### src/hdl/dcsd_pkg.sv
// Constants, types and command table for the disk command issuer.
// Assumes a taskfile of eight byte registers reached at three address pins.
package dcsd_pkg;

  // ----------------------------------------------------------------
  // Taskfile addresses (read side in brackets)
  // ----------------------------------------------------------------
  localparam logic [2:0] TF_DATA = 3'h0; // Data port
  localparam logic [2:0] TF_FEAT = 3'h1; // Feature (error flags)
  localparam logic [2:0] TF_SCNT = 3'h2; // Sector count
  localparam logic [2:0] TF_DEVH = 3'h6; // Device/head
  localparam logic [2:0] TF_CMD = 3'h7; // Command (device status)

  // Device/head fixed bits and status/error bit positions
  localparam logic [7:0] DEVH_BASE = 8'ha0; // Bits 7 and 5 set, device bit clear
  localparam int DEVH_LBA = 6; // Addressing mode bit
  localparam int ST_DRQ = 3;
  localparam int ST_ERR = 0;
  localparam int ER_ABT = 2;

  // Command codes
  localparam logic [7:0] CMD_IDENT = 8'hec;
  localparam logic [7:0] CMD_MON = 8'hb0;
  localparam logic [7:0] CMD_CFG = 8'hef;
  localparam logic [7:0] CMD_SETMAX = 8'hf9;

  // Operation numbers: 0 report, 1..11 monitoring, 12..26 configuration, 27 set max
  localparam int N_OPS = 28;
  localparam logic [4:0] OP_MON_LO = 5'h01;
  localparam logic [4:0] OP_CFG_LO = 5'h0c;
  localparam logic [4:0] OP_SETMAX = 5'h1b;
  localparam logic [7:0] OP_FEAT [N_OPS] = '{
    8'h00, 8'hd0, 8'hd1, 8'hd2, 8'hd3, 8'hd4, 8'hd5, 8'hd6, 8'hd8, 8'hd9,
    8'hda, 8'hdb, 8'h05, 8'h85, 8'h66, 8'hcc, 8'h06, 8'h86, 8'h07, 8'h09,
    8'h89, 8'h42, 8'hc2, 8'h44, 8'hbb, 8'h55, 8'haa, 8'h00};
  // Operations that bring data in by programmed input
  localparam logic [N_OPS-1:0] OP_PIO_IN = 28'h0000047;

  // One sector of 16-bit words
  localparam int SECT_WORDS = 256;

  // ----------------------------------------------------------------
  // Software register map and interrupt bits
  // ----------------------------------------------------------------
  localparam logic [7:0] REG_CTRL = 8'h00;
  localparam logic [7:0] REG_STAT = 8'h04;
  localparam logic [7:0] REG_TF = 8'h08;
  localparam logic [7:0] REG_DATA = 8'h0c;
  localparam logic [7:0] REG_ISTAT = 8'h10;
  localparam logic [7:0] REG_IMASK = 8'h14;
  localparam int IRQ_W = 3;
  localparam int IRQ_DONE = 0;
  localparam int IRQ_ABORT = 1;
  localparam int IRQ_BADOP = 2;
  localparam logic [IRQ_W-1:0] IRQ_RST = 3'h0;

  // Decoded command
  typedef struct packed {
    logic [7:0] cmd;
    logic [7:0] feat;
    logic pio_in;
    logic valid;
  } dcsd_cmd_s;

  // Operation number to command, feature and protocol
  function automatic dcsd_cmd_s op_decode(input logic [4:0] op);
    dcsd_cmd_s r;
    r = '0;
    r.valid = (op < 5'(N_OPS));
    if (r.valid) begin
      r.feat = OP_FEAT[op];
      r.pio_in = OP_PIO_IN[op];
      if (op == OP_SETMAX) r.cmd = CMD_SETMAX;
      else if (op >= OP_CFG_LO) r.cmd = CMD_CFG;
      else if (op >= OP_MON_LO) r.cmd = CMD_MON;
      else r.cmd = CMD_IDENT;
    end
    return r;
  endfunction

endpackage

### src/hdl/dcsd_host.sv
// Host-side issuer of subcoded disk commands over a taskfile port.
// Assumes a registered taskfile: read data valid the cycle after tf_rd_o,
// and a Wishbone classic master holding its request until ack.
`timescale 1ns/10ps
module dcsd_host
  import dcsd_pkg::*;
#(
  parameter int WORDS = SECT_WORDS
) (
  input wire logic clk_i,
  input wire logic rst_i,
  input wire logic [7:0] wb_adr_i,
  input wire logic [31:0] wb_dat_i,
  output logic [31:0] wb_dat_o,
  input wire logic [3:0] wb_sel_i,
  input wire logic wb_we_i,
  input wire logic wb_cyc_i,
  input wire logic wb_stb_i,
  output logic wb_ack_o,
  output logic irq_o,
  output logic [2:0] tf_addr_o,
  output logic [15:0] tf_data_o,
  output logic tf_data_oe_o,
  input wire logic [15:0] tf_data_i,
  output logic tf_wr_o,
  output logic tf_rd_o,
  input wire logic tf_intrq_i
);

  // ----------------------------------------------------------------
  // Sequencer states
  // ----------------------------------------------------------------
  typedef enum logic [11:0] {
    S_IDLE = 12'h001,
    S_FEAT = 12'h002,
    S_SCNT = 12'h004,
    S_DEVH = 12'h008,
    S_CMD = 12'h010,
    S_WAIT = 12'h020,
    S_RSTAT = 12'h040,
    S_RERR = 12'h080,
    S_CAP = 12'h100,
    S_XFER = 12'h200,
    S_DRD = 12'h400,
    S_DCAP = 12'h800
  } dcsd_state_e;

  dcsd_state_e state_q, state_d;
  dcsd_cmd_s dec_q; // Command in flight
  logic [7:0] scnt_q; // Sector count argument
  logic lba_q; // Addressing mode for this command
  logic opt_q; // Option bit for set maximum address
  logic [7:0] status_q; // Device status at completion
  logic [7:0] error_q; // Error flags at completion
  logic [8:0] cnt_q; // Words read in this sector
  logic [IRQ_W-1:0] istat_q, imask_q;
  logic ack_q;
  logic [31:0] dat_q;

  // ----------------------------------------------------------------
  // Bus decode
  // ----------------------------------------------------------------
  // A request is taken once; the registered ack masks it in the answer
  // cycle, so a master holding stb until it sees ack is served once.
  wire req = wb_cyc_i & wb_stb_i & ~ack_q;
  wire wr = req & wb_we_i;
  wire rd = req & ~wb_we_i;
  wire in_xfer = (state_q == S_XFER) | (state_q == S_DRD) | (state_q == S_DCAP);
  // Data port reads during a transfer wait for the device word
  wire data_rd = rd & (wb_adr_i == REG_DATA) & in_xfer;
  wire ctrl_wr = wr & (wb_adr_i == REG_CTRL) & wb_sel_i[0];
  wire dcsd_cmd_s new_dec = op_decode(wb_dat_i[4:0]);
  // A start while busy is dropped; the status register shows busy
  wire go = ctrl_wr & wb_dat_i[7] & (state_q == S_IDLE);
  wire start_ok = go & new_dec.valid;
  wire bad_op = go & ~new_dec.valid;
  wire last_word = (cnt_q == 9'(WORDS - 1));

  // Status is captured one cycle before the error byte lands, so the
  // data phase decision is ready while the error flags are on the bus.
  // Completion decisions taken while the error flags arrive
  wire dev_err = status_q[ST_ERR];
  wire pio_go = dec_q.pio_in & status_q[ST_DRQ] & ~dev_err;
  wire fin_cap = (state_q == S_CAP) & ~pio_go;
  wire fin_xfer = (state_q == S_DCAP) & last_word;

  // Events: an abort is an error status carrying the abort flag
  wire [IRQ_W-1:0] ev;
  assign ev[IRQ_DONE] = fin_cap | fin_xfer;
  assign ev[IRQ_ABORT] = fin_cap & dev_err & tf_data_i[ER_ABT];
  assign ev[IRQ_BADOP] = bad_op;

  // ----------------------------------------------------------------
  // Sequencer
  // ----------------------------------------------------------------
  // Feature, count, device/head and command go out on four back-to-back
  // cycles; then wait for the device interrupt, fetch status and error,
  // and either finish or serve data reads one word at a time.
  // There is no timeout on the wait: a device that never interrupts
  // keeps the issuer busy until rst_i is asserted.
  always_comb begin
    state_d = state_q;
    unique case (state_q)
      S_IDLE: if (start_ok) state_d = S_FEAT;
      S_FEAT: state_d = S_SCNT;
      S_SCNT: state_d = S_DEVH;
      S_DEVH: state_d = S_CMD;
      S_CMD: state_d = S_WAIT;
      // Device raises its interrupt when the command is processed
      S_WAIT: if (tf_intrq_i) state_d = S_RSTAT;
      S_RSTAT: state_d = S_RERR;
      S_RERR: state_d = S_CAP;
      S_CAP: state_d = pio_go ? S_XFER : S_IDLE;
      S_XFER: if (data_rd) state_d = S_DRD;
      S_DRD: state_d = S_DCAP;
      S_DCAP: state_d = last_word ? S_IDLE : S_XFER;
      default: state_d = S_IDLE;
    endcase
  end

  // State register
  always_ff @(posedge clk_i) begin
    if (rst_i) state_q <= S_IDLE;
    else state_q <= state_d;
  end

  // Latch the command on start; it stays stable through the sequence
  always_ff @(posedge clk_i) begin
    if (rst_i) begin
      dec_q <= '0;
      scnt_q <= 8'h00;
      lba_q <= 1'b0;
      opt_q <= 1'b0;
    end else if (start_ok) begin
      dec_q <= new_dec;
      scnt_q <= wb_sel_i[1] ? wb_dat_i[15:8] : 8'h00;
      lba_q <= wb_dat_i[5];
      opt_q <= wb_dat_i[6];
    end
  end

  // ----------------------------------------------------------------
  // Taskfile drive
  // ----------------------------------------------------------------
  wire wr_phase = (state_q == S_FEAT) | (state_q == S_SCNT) |
                  (state_q == S_DEVH) | (state_q == S_CMD);
  // Set maximum address carries the option bit in sector count bit 0
  wire [7:0] scnt_val = (dec_q.cmd == CMD_SETMAX) ? {scnt_q[7:1], opt_q} : scnt_q;
  // Bit 4 stays zero: every device answers as device zero
  wire [7:0] devh_val = DEVH_BASE | (8'(lba_q) << DEVH_LBA);
  // One byte per write cycle, picked by the one-hot state bit; the upper
  // half of the bus stays zero as every command block register here
  // is eight bits wide.
  logic [7:0] wbyte;
  always_comb begin
    unique case (1'b1)
      state_q[1]: wbyte = dec_q.feat;
      state_q[2]: wbyte = scnt_val;
      state_q[3]: wbyte = devh_val;
      state_q[4]: wbyte = dec_q.cmd;
      default: wbyte = 8'h00;
    endcase
  end

  // Strobes decode straight from the state, one cycle per register; the
  // drive enable follows the write strobe, so the bus is released in
  // every cycle in which the device may answer.
  assign tf_wr_o = wr_phase;
  assign tf_data_oe_o = wr_phase;
  assign tf_data_o = {8'h00, wbyte};
  assign tf_rd_o = (state_q == S_RSTAT) | (state_q == S_RERR) | (state_q == S_DRD);
  assign tf_addr_o = (state_q == S_FEAT) ? TF_FEAT :
                     (state_q == S_SCNT) ? TF_SCNT :
                     (state_q == S_DEVH) ? TF_DEVH :
                     (state_q == S_CMD) | (state_q == S_RSTAT) ? TF_CMD :
                     (state_q == S_RERR) ? TF_FEAT : TF_DATA;

  // Capture status then error flags; read data trails the strobe by one cycle
  always_ff @(posedge clk_i) begin
    if (rst_i) begin
      status_q <= 8'h00;
      error_q <= 8'h00;
    end else begin
      if (state_q == S_RERR) status_q <= tf_data_i[7:0];
      // Only the abort flag is kept; the others carry nothing here
      if (state_q == S_CAP) error_q <= tf_data_i[7:0] & (8'h01 << ER_ABT);
    end
  end

  // Cleared at capture, not at start, so the count of the last transfer
  // stays readable until the next command reaches its capture cycle.
  // Word counter for the sector being read
  always_ff @(posedge clk_i) begin
    if (rst_i || state_q == S_CAP) cnt_q <= 9'h000;
    else if (state_q == S_DCAP) cnt_q <= cnt_q + 9'h001;
  end

  // ----------------------------------------------------------------
  // Interrupts: sticky status, write one to clear, set wins
  // ----------------------------------------------------------------
  // An event and a clear in the same cycle keep the bit set, so software
  // that clears early never loses a completion.
  wire w1c = wr & (wb_adr_i == REG_ISTAT) & wb_sel_i[0];
  wire [IRQ_W-1:0] clr = w1c ? wb_dat_i[IRQ_W-1:0] : '0;
  always_ff @(posedge clk_i) begin
    if (rst_i) begin
      istat_q <= IRQ_RST;
      imask_q <= IRQ_RST;
    end else begin
      istat_q <= (istat_q & ~clr) | ev;
      if (wr && wb_adr_i == REG_IMASK && wb_sel_i[0]) imask_q <= wb_dat_i[IRQ_W-1:0];
    end
  end
  assign irq_o = |(istat_q & imask_q);

  // ----------------------------------------------------------------
  // Bus answer: registered ack and data
  // ----------------------------------------------------------------
  // Unmapped offsets read as zero and are still acked, so a stray access
  // never stalls the bus.
  logic [31:0] rmux;
  always_comb begin
    unique case (wb_adr_i)
      REG_STAT: rmux = {7'h00, cnt_q, 14'h0000, (state_q == S_XFER), ~(state_q == S_IDLE)};
      REG_TF: rmux = {16'h0000, error_q, status_q};
      REG_ISTAT: rmux = {29'h0, istat_q};
      REG_IMASK: rmux = {29'h0, imask_q};
      default: rmux = 32'h0; // Unmapped and data outside a transfer
    endcase
  end

  // Other reads and all writes are answered the cycle after they are taken;
  // the data port waits for the device word instead.
  // Data reads are answered one cycle after the taskfile word arrives
  wire ack_d = (req & ~data_rd) | (state_q == S_DCAP);
  always_ff @(posedge clk_i) begin
    if (rst_i) begin
      ack_q <= 1'b0;
      dat_q <= 32'h0;
    end else begin
      ack_q <= ack_d;
      if (state_q == S_DCAP) dat_q <= {16'h0000, tf_data_i};
      else if (rd && !data_rd) dat_q <= rmux;
    end
  end
  assign wb_ack_o = ack_q;
  assign wb_dat_o = dat_q;

  // ----------------------------------------------------------------
  // Checks
  // ----------------------------------------------------------------
  // All checks run on the system clock and are muted during reset.
  // They watch the taskfile as the device sees it and the register side
  // as software sees it.
  feat_write_a: assert property (@(posedge clk_i) disable iff (rst_i)
    start_ok |=> tf_wr_o && tf_addr_o == TF_FEAT && tf_data_o[7:0] == OP_FEAT[$past(wb_dat_i[4:0])]
    ##1 tf_wr_o && tf_addr_o == TF_SCNT ##1 tf_wr_o && tf_addr_o == TF_DEVH
    ##1 tf_wr_o && tf_addr_o == TF_CMD) else $error("feature sequence wrong");
  mon_cmd_a: assert property (@(posedge clk_i) disable iff (rst_i)
    state_q == S_CMD && dec_q.feat[7:4] == 4'hd |-> tf_data_o[7:0] == CMD_MON)
    else $error("monitoring code wrong");
  devh_bits_a: assert property (@(posedge clk_i) disable iff (rst_i)
    tf_wr_o && tf_addr_o == TF_DEVH |-> !tf_data_o[4] && tf_data_o[DEVH_LBA] == lba_q)
    else $error("device/head bits wrong");
  option_bit_a: assert property (@(posedge clk_i) disable iff (rst_i)
    state_q == S_SCNT && dec_q.cmd == CMD_SETMAX |-> tf_data_o[0] == opt_q)
    else $error("option bit wrong");
  one_sector_a: assert property (@(posedge clk_i) disable iff (rst_i)
    state_q == S_DCAP && last_word |=> state_q == S_IDLE && istat_q[IRQ_DONE])
    else $error("sector length wrong");
  pio_only_a: assert property (@(posedge clk_i) disable iff (rst_i)
    $rose(state_q == S_XFER) |-> dec_q.pio_in && !status_q[ST_ERR])
    else $error("data phase on non-pio command");
  abort_flag_a: assert property (@(posedge clk_i) disable iff (rst_i)
    state_q == S_CAP && status_q[ST_ERR] && tf_data_i[ER_ABT] |=> istat_q[IRQ_ABORT]
    && error_q[ER_ABT]) else $error("abort not reported");
  ack_pulse_a: assert property (@(posedge clk_i) disable iff (rst_i)
    wb_ack_o |=> !wb_ack_o) else $error("ack longer than one cycle");
  retry_zero_a: assert property (@(posedge clk_i) disable iff (rst_i)
    state_q == S_CMD && dec_q.cmd == CMD_IDENT |-> tf_data_o[0] == 1'b0)
    else $error("retry bit set");

  // Every monitoring subcode sent is one the device lists
  mon_feat_a: assert property (@(posedge clk_i) disable iff (rst_i)
    state_q == S_FEAT && dec_q.cmd == CMD_MON |->
    tf_data_o[7:0] inside {[8'hd0:8'hd6], [8'hd8:8'hdb]})
    else $error("monitoring subcode not listed");
  // Every configuration subcode sent is a listed on or off code
  cfg_sub_a: assert property (@(posedge clk_i) disable iff (rst_i)
    state_q == S_FEAT && dec_q.cmd == CMD_CFG |-> tf_data_o[7:0] inside {8'h05, 8'h85,
    8'h66, 8'hcc, 8'h06, 8'h86, 8'h07, 8'h09, 8'h89, 8'h42, 8'hc2, 8'h44, 8'hbb, 8'h55, 8'haa})
    else $error("configuration subcode not listed");
  // The report command carries no subcode
  report_cmd_a: assert property (@(posedge clk_i) disable iff (rst_i)
    state_q == S_FEAT && dec_q.cmd == CMD_IDENT |-> tf_data_o[7:0] == 8'h00)
    else $error("report carries a subcode");
  // Device/head keeps bits 7 and 5 set and the head bits clear
  devh_fixed_a: assert property (@(posedge clk_i) disable iff (rst_i)
    state_q == S_DEVH |-> tf_data_o[7] && tf_data_o[5] && tf_data_o[3:0] == 4'h0)
    else $error("device/head fixed bits wrong");
  // Mode bits given with the start are the ones kept for the command
  mode_latch_a: assert property (@(posedge clk_i) disable iff (rst_i)
    start_ok |=> lba_q == $past(wb_dat_i[5]) && opt_q == $past(wb_dat_i[6]))
    else $error("mode bits not latched");
  // Sector count goes out unchanged except for set maximum address
  count_arg_a: assert property (@(posedge clk_i) disable iff (rst_i)
    state_q == S_SCNT && dec_q.cmd != CMD_SETMAX |-> tf_data_o[7:0] == scnt_q)
    else $error("sector count changed");
  // An accepted report with DRQ set enters its data phase next
  report_data_a: assert property (@(posedge clk_i) disable iff (rst_i)
    state_q == S_CAP && dec_q.cmd == CMD_IDENT && status_q[ST_DRQ] && !status_q[ST_ERR]
    |=> state_q == S_XFER) else $error("report without data phase");
  // A command without data finishes at capture with a done event
  nodata_done_a: assert property (@(posedge clk_i) disable iff (rst_i)
    state_q == S_CAP && !dec_q.pio_in |=> state_q == S_IDLE && istat_q[IRQ_DONE])
    else $error("non-data command not finished");
  // Status is fetched first, then the error flags, right after the interrupt
  status_fetch_a: assert property (@(posedge clk_i) disable iff (rst_i)
    state_q == S_WAIT && tf_intrq_i |=> tf_rd_o && tf_addr_o == TF_CMD
    ##1 tf_rd_o && tf_addr_o == TF_FEAT) else $error("status fetch order wrong");
  // Nothing moves on the taskfile while the device is working
  wait_quiet_a: assert property (@(posedge clk_i) disable iff (rst_i)
    state_q == S_WAIT && !tf_intrq_i |=> state_q == S_WAIT && !tf_wr_o && !tf_rd_o)
    else $error("taskfile busy during wait");
  // Only the abort flag survives into the error byte
  abt_only_a: assert property (@(posedge clk_i) disable iff (rst_i)
    state_q == S_CAP |=> error_q == ($past(tf_data_i[7:0]) & (8'h01 << ER_ABT)))
    else $error("error byte keeps more than abort");
  // The captured word is handed over with the acknowledge that follows
  data_ack_a: assert property (@(posedge clk_i) disable iff (rst_i)
    state_q == S_DCAP |=> wb_ack_o && wb_dat_o == {16'h0000, $past(tf_data_i)})
    else $error("data word not handed over");
  // The word counter never passes one sector while data flows
  word_count_a: assert property (@(posedge clk_i) disable iff (rst_i)
    in_xfer |-> cnt_q < 9'(WORDS)) else $error("word count past sector");
  // A bad operation number is flagged and starts nothing
  bad_op_a: assert property (@(posedge clk_i) disable iff (rst_i)
    bad_op |=> istat_q[IRQ_BADOP] && state_q == S_IDLE) else $error("bad op not flagged");
  // A start while busy leaves the command in flight alone
  busy_start_a: assert property (@(posedge clk_i) disable iff (rst_i)
    ctrl_wr && wb_dat_i[7] && state_q != S_IDLE |=> $stable(dec_q) && $stable(scnt_q))
    else $error("start accepted while busy");
  // Events are sticky: a clear in the same cycle loses
  event_set_a: assert property (@(posedge clk_i) disable iff (rst_i)
    ev != '0 |=> (istat_q & $past(ev)) == $past(ev)) else $error("event lost");
  // A clear with no event removes the bits written as one
  w1c_clear_a: assert property (@(posedge clk_i) disable iff (rst_i)
    w1c && ev == '0 |=> (istat_q & $past(clr)) == '0) else $error("clear ignored");
  // An enabled event raises the interrupt in the next cycle
  irq_event_a: assert property (@(posedge clk_i) disable iff (rst_i)
    (ev & imask_q) != '0 && !(wr && wb_adr_i == REG_IMASK) |=> irq_o)
    else $error("interrupt missing");
  // One state at a time, and never a read and a write together
  state_onehot_a: assert property (@(posedge clk_i) disable iff (rst_i)
    $onehot(state_q) && !(tf_wr_o && tf_rd_o)) else $error("state or strobe clash");

endmodule

### config.mk
export PLATFORM = sky130hd
export DESIGN_NAME = dcsd_host
export DESIGN_NICKNAME = d
export VERILOG_FILES = /design/src/hdl/dcsd_pkg.sv /design/src/hdl/dcsd_host.sv
export SDC_FILE = /design/constraint.sdc
export NUM_CORES = 1
export LEC_CHECK = 0
export BUFFER_PORTS_ARGS = -buffer_cell sky130_fd_sc_hd__buf_2
export CAP_MARGIN = 20
export CORE_UTILIZATION = 50
export CTS_CLUSTER_SIZE = 14
export DETAILED_ROUTE_END_ITERATION = 16
export MAX_ROUTING_LAYER = met4
export PLACE_DENSITY_LB_ADDON = 0.08
export SYNTH_ARGS = -nofsm -noshare
export SYNTH_HDL_FRONTEND = slang
export SYNTH_SLANG_ARGS = --single-unit
export TNS_END_PERCENT = 30
### constraint.sdc
create_clock -name clk_i -period 4.7 [get_ports clk_i]
set_input_delay 0.94 -clock clk_i [delete_from_list [all_inputs] [get_ports clk_i]]
set_output_delay 0.94 -clock clk_i [all_outputs]
set_load 0.01 [all_outputs]
==> results of run 1 <==
synthesized netlist by cell type, types with 5 or more instances:
library cell | count | area share
a21oi_1 | 38 | 0.042
a222oi_1 | 5 | 0.011
a22o_1 | 10 | 0.019
a22oi_1 | 17 | 0.028
buf_2 | 7 | 0.0077
buf_4 | 16 | 0.026
buf_6 | 6 | 0.015
clkbuf_1 | 25 | 0.021
dfxtp_1 | 87 | 0.38
ha_1 | 7 | 0.019
inv_1 | 14 | 0.012
mux2i_1 | 15 | 0.033
nand2_1 | 62 | 0.051
nand3_1 | 20 | 0.022
nand4_1 | 10 | 0.014
nor2_1 | 51 | 0.042
nor2b_1 | 8 | 0.011
nor3_1 | 8 | 0.0088
nor4b_1 | 5 | 0.0097
o21ai_0 | 19 | 0.021
o2bb2ai_1 | 6 | 0.012
or3_1 | 6 | 0.0083
or4_1 | 6 | 0.0099
xnor2_1 | 8 | 0.015
xor2_1 | 5 | 0.0097
routing by layer:
| metal | GRT usage | vias to the layer above | routed length (um) |
|---|---|---|---|
| met5 | - | - | 0 |
| met1 | 0.3075 | 1867 | 5204 |
| met3 | 0.04245 | 11 | 634 |
| met2 | 0.3657 | 129 | 4745 |
| met4 | 0.07466 | 0 | 117 |
| li1 | - | 2023 | - |
worst max-delay path: stages (launching register included):
cell and delay (ns):
dfxtp_1 0.46, or4_1 0.70, nor3_1 0.33, nand2b_1 0.13, or3b_2 0.49, nand2_1 0.07, buf_2 0.12
cell families after synthesis:
| kind of cell | count (synthesis) | synth area share |
|---|---|---|
| AO/OA/AOI/OAI | 125 | 0.1922 |
| AND/OR/NAND/NOR | 214 | 0.2496 |
| adder cells (fa/ha/maj) | 8 | 0.02151 |
| other | 1 | 0.0008266 |
| multiplexers | 19 | 0.04550 |
| XOR/XNOR | 13 | 0.02510 |
| flip-flops | 87 | 0.3839 |
| buffers and inverters | 68 | 0.08136 |
area by class of cell:
cell class	instances	area, um2
multi-input cells	394	2485
flip-flops and latches	87	1742
clock inverters	5	81.33
inverters	14	52.55
well taps	108	135.1
clock buffers	11	141.4
fillers	834	3671
repair buffers	90	455.4
final timing paths:
kind / from / to / slack [ns] / cells past startpoint
hold / removal: wb_dat_o[9] / wb_dat_o[9] / 0.46 / 2
setup reg to reg: state_q[2] / wb_dat_o[21] / 1.72 / 5
setup / recovery: state_q[4] / tf_addr_o[2] / 1.11 / 6
hold reg to reg: wb_dat_o[9] / wb_dat_o[9] / 0.46 / 2
report_power, final:
part,switching (mW),total (mW),internal (mW)
logic,0.0748,0.119,0.0438
clock network,0.261,0.575,0.314
registers,0.00390,0.744,0.740
total,0.340,1.44,1.10
sequential cells by signal (all words and copies together) (netlist names):
signal / flops
dec_q: 15
imask_q: 3
cnt_q: 9
scnt_q: 8
wb_dat_o: 25
istat_q: 3
opt_q: 1
status_q: 8
lba_q: 1
error_q: 1
state_q: 12
wb_ack_o: 1
==> flow_summary.ini, run 1 <==
[finish]
antenna_cells = 0
design_area_um2 = 5092
drive_gt1_frac = 0.2130
final_nets = 669
mostFrequentLayoutCells = 88 x buf_2, 87 x dfxtp_1, 62 x nand2_1
area_growth_pct = 12.24
utilization = 0.5811
final_common_cell = buf_2
fin_cells = 709

[setup_path]
cp_max_fo = 14
arrival_ns = 2.65
worst-setup-path-type = reg -> out
end_kind = output port
crit_path_start_kind = flip-flop
worstPathRequired_ns = 3.76

[global_route]
grt_pass1_vias = 3663
track_usage = 0.2337
grt_pass1_wl_um = 17530
antenna_found_initial = 0
gr-total-overflow = 0
grt_max_degree = 54

[die]
die_w_um = 97.26
coreArea_um2 = 8763
initial_core_util = 0.5177
fp.dieH_um = 97.26
dieArea_um2 = 9459
row_count = 34
num_io_pins = 122

[sta]
period_needed_ns = 3.595
finalMaxSlewViolations = 0
whs_ns = 0.4568
fin_worst_skew_ns = 0.009870
hold_viol_final = 0
fmax_mhz = 278.2
postLayoutSetupSlackWorst_ns = 1.105
slew_headroom = 0.2886
rsz0062_at_grt = no
fin_tns_setup_ns = 0
period_share = 0.7649
finalSetupViolations = 0
tightest_slew_ns = 1.067

[logic_synthesis]
synth_area_per_cell_um2 = 8.480
synth_edf_count = 0
yosys_most_used_dff = dfxtp_1
netlist_area_um2 = 4537
syn_inst = 535
synth_seq_cells = 87
async_flop_share = 0
netlist-cell-type-count = 69
yosysWarnings = 0
ys_seq_area_frac = 0.3839

[cts]
cts.clk_slew.worst_paths_ns = 0.09
cts_buffers = 9
ctsResizeCount = 0
cts_root_buf = clkbuf_8
cts_setup_buffers = 0
clock_path_buffers = 2
cts_hold_buffers = 0
cts-htree-levels = 3
insertion_delay_ns = 0.35
cts_sinks = 87
cts_tree = built

[power_and_ir_drop]
ir_drop_mv = 0.1773
p_leak_nw = 2.059
power_mw = 1.438
power.density_nw_per_um2 = 282.3

[drt]
avgViaCountPerCell = 5.684
drtIter0Drc = 250
post_drt_wl_per_cell_um = 15.09
dr.pass1.iters = 5
drc = 0
ant_nets = 0
vias = 4030
wl_um = 10700

[placed_design]
place_congestion = 0.8837
dp_cells = 693
dpl_cell_area_um2 = 4870
io_buffers = 88
dp_hpwl_um = 7647
pre_cts_ws_ns = 1.372

[worst_hold_path]
hold_class = reg -> reg

[run_status]
outcome = finished clean

[run]
cap_violations = 0
No activity file was read; power rests on OpenSTA's default activity.
==> inputs of run 2 (changes only) <==
Clock period 4.7 ns to 3.7 ns, I/O delays scaled along.
==> flow_summary.ini, run 2 (synthesis gave the netlist of run 1 again) <==
[placed_design]
io_buffers = 88
pre_cts_ws_ns = 0.6711
dp_hpwl_um = 7927
place_congestion = 0.8891
dpl_cell_area_um2 = 4915

[drt]
avgViaCountPerCell = 5.740
wl_um = 11020
drtIter0Drc = 259
vias = 4104
ant_nets = 0
post_drt_wl_per_cell_um = 15.42
dr.pass1.iters = 5
drc = 0

[power_and_ir_drop]
p_leak_nw = 2.078
power.density_nw_per_um2 = 347.8
ir_drop_mv = 0.2040
power_mw = 1.781

[setup_path]
end_kind = output port
crit_path_start_kind = flip-flop
max_stage_delay_ns = 0.71
cpMaxStageDelayCell = or4_1
arrival_ns = 2.70
worstPathRequired_ns = 2.96
cp_max_fo = 14
worst-setup-path-type = reg -> out
cp_cell_sequence = or4_1 -> nor3_1 -> nand2b_1 -> or3b_2 -> nand2_1 -> buf_2
crit_buf_inv = 1
cp_top_family = simple AND/OR/NAND/NOR gates

[die]
row_count = 34
fp.dieH_um = 97.26
coreArea_um2 = 8763
num_io_pins = 122
dieArea_um2 = 9459
initial_core_util = 0.5177
die_w_um = 97.26

[cts]
cts_setup_buffers = 0
ctsResizeCount = 0
cts_root_buf = clkbuf_8
cts.clk_slew.worst_paths_ns = 0.08
cts-htree-levels = 3
clock_path_buffers = 2
cts_hold_buffers = 0
insertion_delay_ns = 0.36
cts_tree = built
cts_buffers = 9
cts_sinks = 87

[sta]
rsz0062_at_grt = no
fin_tns_setup_ns = 0
period_needed_ns = 3.438
finalSetupViolations = 0
postLayoutSetupSlackWorst_ns = 0.2619
hold_viol_final = 0
finalMaxSlewViolations = 0
slew_headroom = 0.5202
period_share = 0.9292
tightest_slew_ns = 0.7132
fin_worst_skew_ns = 0.005105
fmax_mhz = 290.9

[finish]
drive_gt1_frac = 0.2224
fillCellCount = 845
final_common_cell = buf_2
area_growth_pct = 12.85
largest_register_ffs = 25
mostFrequentLayoutCells = 88 x buf_2, 87 x dfxtp_1, 62 x nand2_1
design_area_um2 = 5120
final_nets = 675
antenna_cells = 0

[global_route]
gr-total-overflow = 0
grt_pass1_wl_um = 18380
track_usage = 0.2445
grt_pass1_vias = 3738
antenna_found_initial = 0
grt_max_degree = 28

[worst_hold_path]
hold_class = reg -> reg

[run_status]
outcome = finished clean

[run]
cap_violations = 0
[run 2: cell types whose count changed in the layout (fill, tap and decap cells not counted), sizes merged]
| cell | previous run | this run |
|---|---|---|
| clkbuf | 11 | 10 |
| clkinvlp | 1 | 2 |
| bufinv | 2 | 1 |
| clkinv | 2 | 1 |
| buf | 90 | 96 |
| inv | 14 | 16 |
[run 2: final cells by class]
type / count / area [um2] / area share
flip-flops and latches: 87 / 1742 / 0.3402
inverters: 14 / 52.55 / 0.01026
clock inverters: 6 / 67.56 / 0.01320
well taps: 108 / 135.1 / 0.02639
repair buffers: 96 / 500.5 / 0.09775
multi-input cells: 394 / 2485 / 0.4853
clock buffers: 10 / 137.6 / 0.02688
[run 2: per-stage QoR]
stage / cells / hold WS (ns) / util
2_1_floorplan: 549 / 0.4284 / -
3_3_place_gp: 699 / 0.4371 / 0.5608
3_5_place_dp: 699 / 0.4403 / 0.5608
4_1_cts: 715 / 0.4522 / 0.5842
5_1_grt: 715 / 0.4732 / 0.5842
6_report: 715 / 0.4531 / 0.5842
[run 2: path summary, 6_finish.rpt]
check	start	endpoint	slack (ns)	depth (start not counted)
setup reg to reg	state_q[2]	dec_q[1]	0.92	5
setup / recovery	state_q[4]	tf_addr_o[2]	0.26	6
hold reg to reg	wb_dat_o[12]	wb_dat_o[12]	0.45	2
hold / removal	wb_dat_o[12]	wb_dat_o[12]	0.45	2
[run 2: routing by layer]
layer,track usage,share of wire,vias up,wire length [um]
li1,-,-,2040,-
met1,0.3336,0.49,1923,5377
met5,-,0,-,0
met4,0.1018,0.019,0,206
met3,0.03309,0.050,20,549
met2,0.3657,0.44,121,4890
[run 2: power by group]
part           internal (mW)  total (mW)  switching (mW)
registers              0.940       0.944         0.00490
clock network          0.334       0.682           0.349
logic                 0.0572       0.154          0.0968
total                   1.33        1.78           0.450
[run 2: tightest hold or removal path, delay by kind of cell, from the launching register on]
kind / cells / cell delay, ns
AO/OA/AOI/OAI: 1 / 0.05
flip-flops: 1 / 0.32
AND/OR/NAND/NOR: 1 / 0.05
==> inputs of run 3 (changes only) <==
--- a/config.mk
+++ b/config.mk
@@ -7,2 +7,3 @@
 export LEC_CHECK = 0
+export ABC_AREA = 1
 export BUFFER_PORTS_ARGS = -buffer_cell sky130_fd_sc_hd__buf_2
--- a/constraint.sdc
+++ b/constraint.sdc
@@ -3,2 +3,2 @@
 set_output_delay 0.74 -clock clk_i [all_outputs]
-set_load 0.01 [all_outputs]
+set_load 0.1 [all_outputs]
==> flow_summary.ini, run 3 <==
[cts]
clock_path_buffers = 2
cts_hold_buffers = 0
cts_buffers = 9
cts_tree = built
cts.clk_slew.worst_paths_ns = 0.08
cts_setup_buffers = 0
cts-htree-levels = 3
insertion_delay_ns = 0.36
ctsResizeCount = 0
cts_sinks = 87
cts_root_buf = clkbuf_8

[setup_path]
crit_start = state_q[1]
crit_buf_inv = 1
worstPathRequired_ns = 2.96
max_stage_delay_ns = 0.44
crit_path_start_kind = flip-flop
end_kind = output port
cp_max_fo = 14
cp_top_family = simple AND/OR/NAND/NOR gates
cpMaxStageDelayCell = buf_2
cp_cell_sequence = nor2_2 -> nand2_2 -> nor2_1 -> nand2_1 -> nand4_1 -> buf_2
r2r_start = wb_ack_o
arrival_ns = 2.19
worst-setup-path-type = reg -> out

[power_and_ir_drop]
p_leak_nw = 2.424
clockPowerShare = 0.308
p_sw_frac = 0.3543
p_seq_frac = 0.456
ir_drop_mv = 0.2238
netSwitchingPower_mw = 0.7675
comb_power_share = 0.236
p_int_mw = 1.398
power.density_nw_per_um2 = 399.4

[logic_synthesis]
netlist_area_um2 = 4796
synth_edf_count = 0
synthAdderAreaFrac = 0.01826
synthTopCellsByArea = dfxtp_1 36%, nand2_1 9.4%, nor2_1 8.6%
synth.most_common_cell = nand2_1
synth_seq_cells = 87
synthMuxAreaShare = 0
synth_area_per_cell_um2 = 6.871
synth_top_family_by_area = simple AND/OR/NAND/NOR gates
synth_xor_area_frac = 0.001826
async_flop_share = 0
yosys_most_used_dff = dfxtp_1
ys_top_cells_by_count = 120 x nand2_1, 110 x nor2_1, 87 x dfxtp_1
synth_compound_area_frac = 0.1529
netlist.area_leader.share = 0.3632
yosysWarnings = 0
synth_top_area_cell = dfxtp_1
synth-simple-area-share = 0.3405
ys_seq_area_frac = 0.3632
netlist-cell-type-count = 42
syn_inst = 698

[sta]
fin_worst_skew_ns = 0.01439
fmax_mhz = 340.8
fin_tns_setup_ns = 0
period_share = 0.7930
rsz0062_at_grt = no
period_needed_ns = 2.934
hold_viol_final = 0
tightest_slew_ns = 0.7878
slew_headroom = 0.4735
finalMaxSlewViolations = 0
whs_ns = 0.4642
finalSetupViolations = 0

[global_route]
grt_pass1_wl_um = 19410
grt_max_degree = 38
gr-total-overflow = 0
antenna_found_initial = 0
grt_pass1_vias = 4386
track_usage = 0.2530

[placed_design]
dpl_cell_area_um2 = 5200
place_congestion = 0.8707
io_buffers = 88
dp_hpwl_um = 8611
dp_cells = 891

[die]
coreArea_um2 = 9284
initial_core_util = 0.5166
die_w_um = 99.94
dieArea_um2 = 9987
row_count = 35
num_io_pins = 122
fp.dieH_um = 99.94

[finish]
mostFrequentLayoutCells = 120 x nand2_1, 110 x nor2_1, 88 x buf_2
design_area_um2 = 5423
utilization = 0.5841
multi_input_area_um2 = 2519
antenna_cells = 0
drive_gt1_frac = 0.1926
register_area_um2 = 1742
area_growth_pct = 13.07
fin_cells = 908
fillCellCount = 937
final_common_cell = nand2_1
largest_register_ffs = 25
final_nets = 847

[drt]
wl_um = 11750
drtIter0Drc = 198
post_drt_wl_per_cell_um = 12.94
avgViaCountPerCell = 5.115
dr.pass1.iters = 5
vias = 4644
drc = 0
ant_nets = 0

[worst_hold_path]
min_from = dec_q[3]
hold_class = reg -> reg

[run_status]
outcome = finished clean

[run]
cap_violations = 0
-- run 3: cell types whose count changed after synthesis, moves of 17 or more --
cell / before / now
nand2_1: 62 / 120
inv_1: 14 / 82
o21ai_0: 19 / 36
a22oi_1: 17 / 0
nand3_1: 20 / 38
nor2_1: 51 / 110
clkbuf_1: 25 / 6
o21ai_1: 0 / 21
-- run 3: power groups by stage --
stage | clock (mW) | combinational [mW] | sequential (mW)
2_1_floorplan | 0 | 0.367 | 1.05
3_3_place_gp | 0 | 0.501 | 1.01
3_5_place_dp | 0 | 0.504 | 1.01
4_1_cts | 0.681 | 0.506 | 0.986
5_1_grt | 0.722 | 0.559 | 0.991
6_report | 0.667 | 0.512 | 0.987
-- run 3: metrics by stage --
| stage | worst slack (ns) | power (mW) |
|---|---|---|
| floorplan | 0.6077 | 1.420 |
| global placement | 1.013 | 1.507 |
| detailed placement | 0.9777 | 1.513 |
| CTS | 0.7417 | 2.173 |
| global route | 0.5900 | 2.271 |
| finish | 0.7660 | 2.166 |
-- run 3: final timing paths --
kind	cells after the start	slack (ns)	end
max reg2reg	7	1.42	dec_q[10]
min reg2reg	2	0.46	dec_q[3]
min	2	0.46	dec_q[3]
max	6	0.77	tf_addr_o[0]
-- run 3: kinds of logic after synthesis --
logic type,after synthesis
AO/OA/AOI/OAI,128
XOR/XNOR,1
adder cells (fa/ha/maj),7
buffers and inverters,127
flip-flops,87
other,1
AND/OR/NAND/NOR,347
-- run 3: routing by layer --
metal | share of wire | routed length (um) | vias up | global-route usage
met2 | 0.51 | 5945 | 112 | 0.4451
met1 | 0.44 | 5141 | 2109 | 0.2829
met3 | 0.036 | 427 | 18 | 0.04596
met4 | 0.020 | 239 | 0 | 0.1018
met5 | 0 | 0 | - | -
li1 | - | - | 2405 | -
-- run 3: area by class of cell --
type | instances | share of cell area
multi-input combinational | 498 | 0.4645
timing repair buffer | 90 | 0.08768
sequential | 87 | 0.3212
tap | 129 | 0.02976
inverter | 88 | 0.06091
clock buffer | 10 | 0.02353
clock inverter | 6 | 0.01246
-- run 3: tightest hold or removal path, cell delays in order (launching register included) --
cell and delay, ns:
dfxtp_1 0.31, inv_1 0.06, a21oi_1 0.05
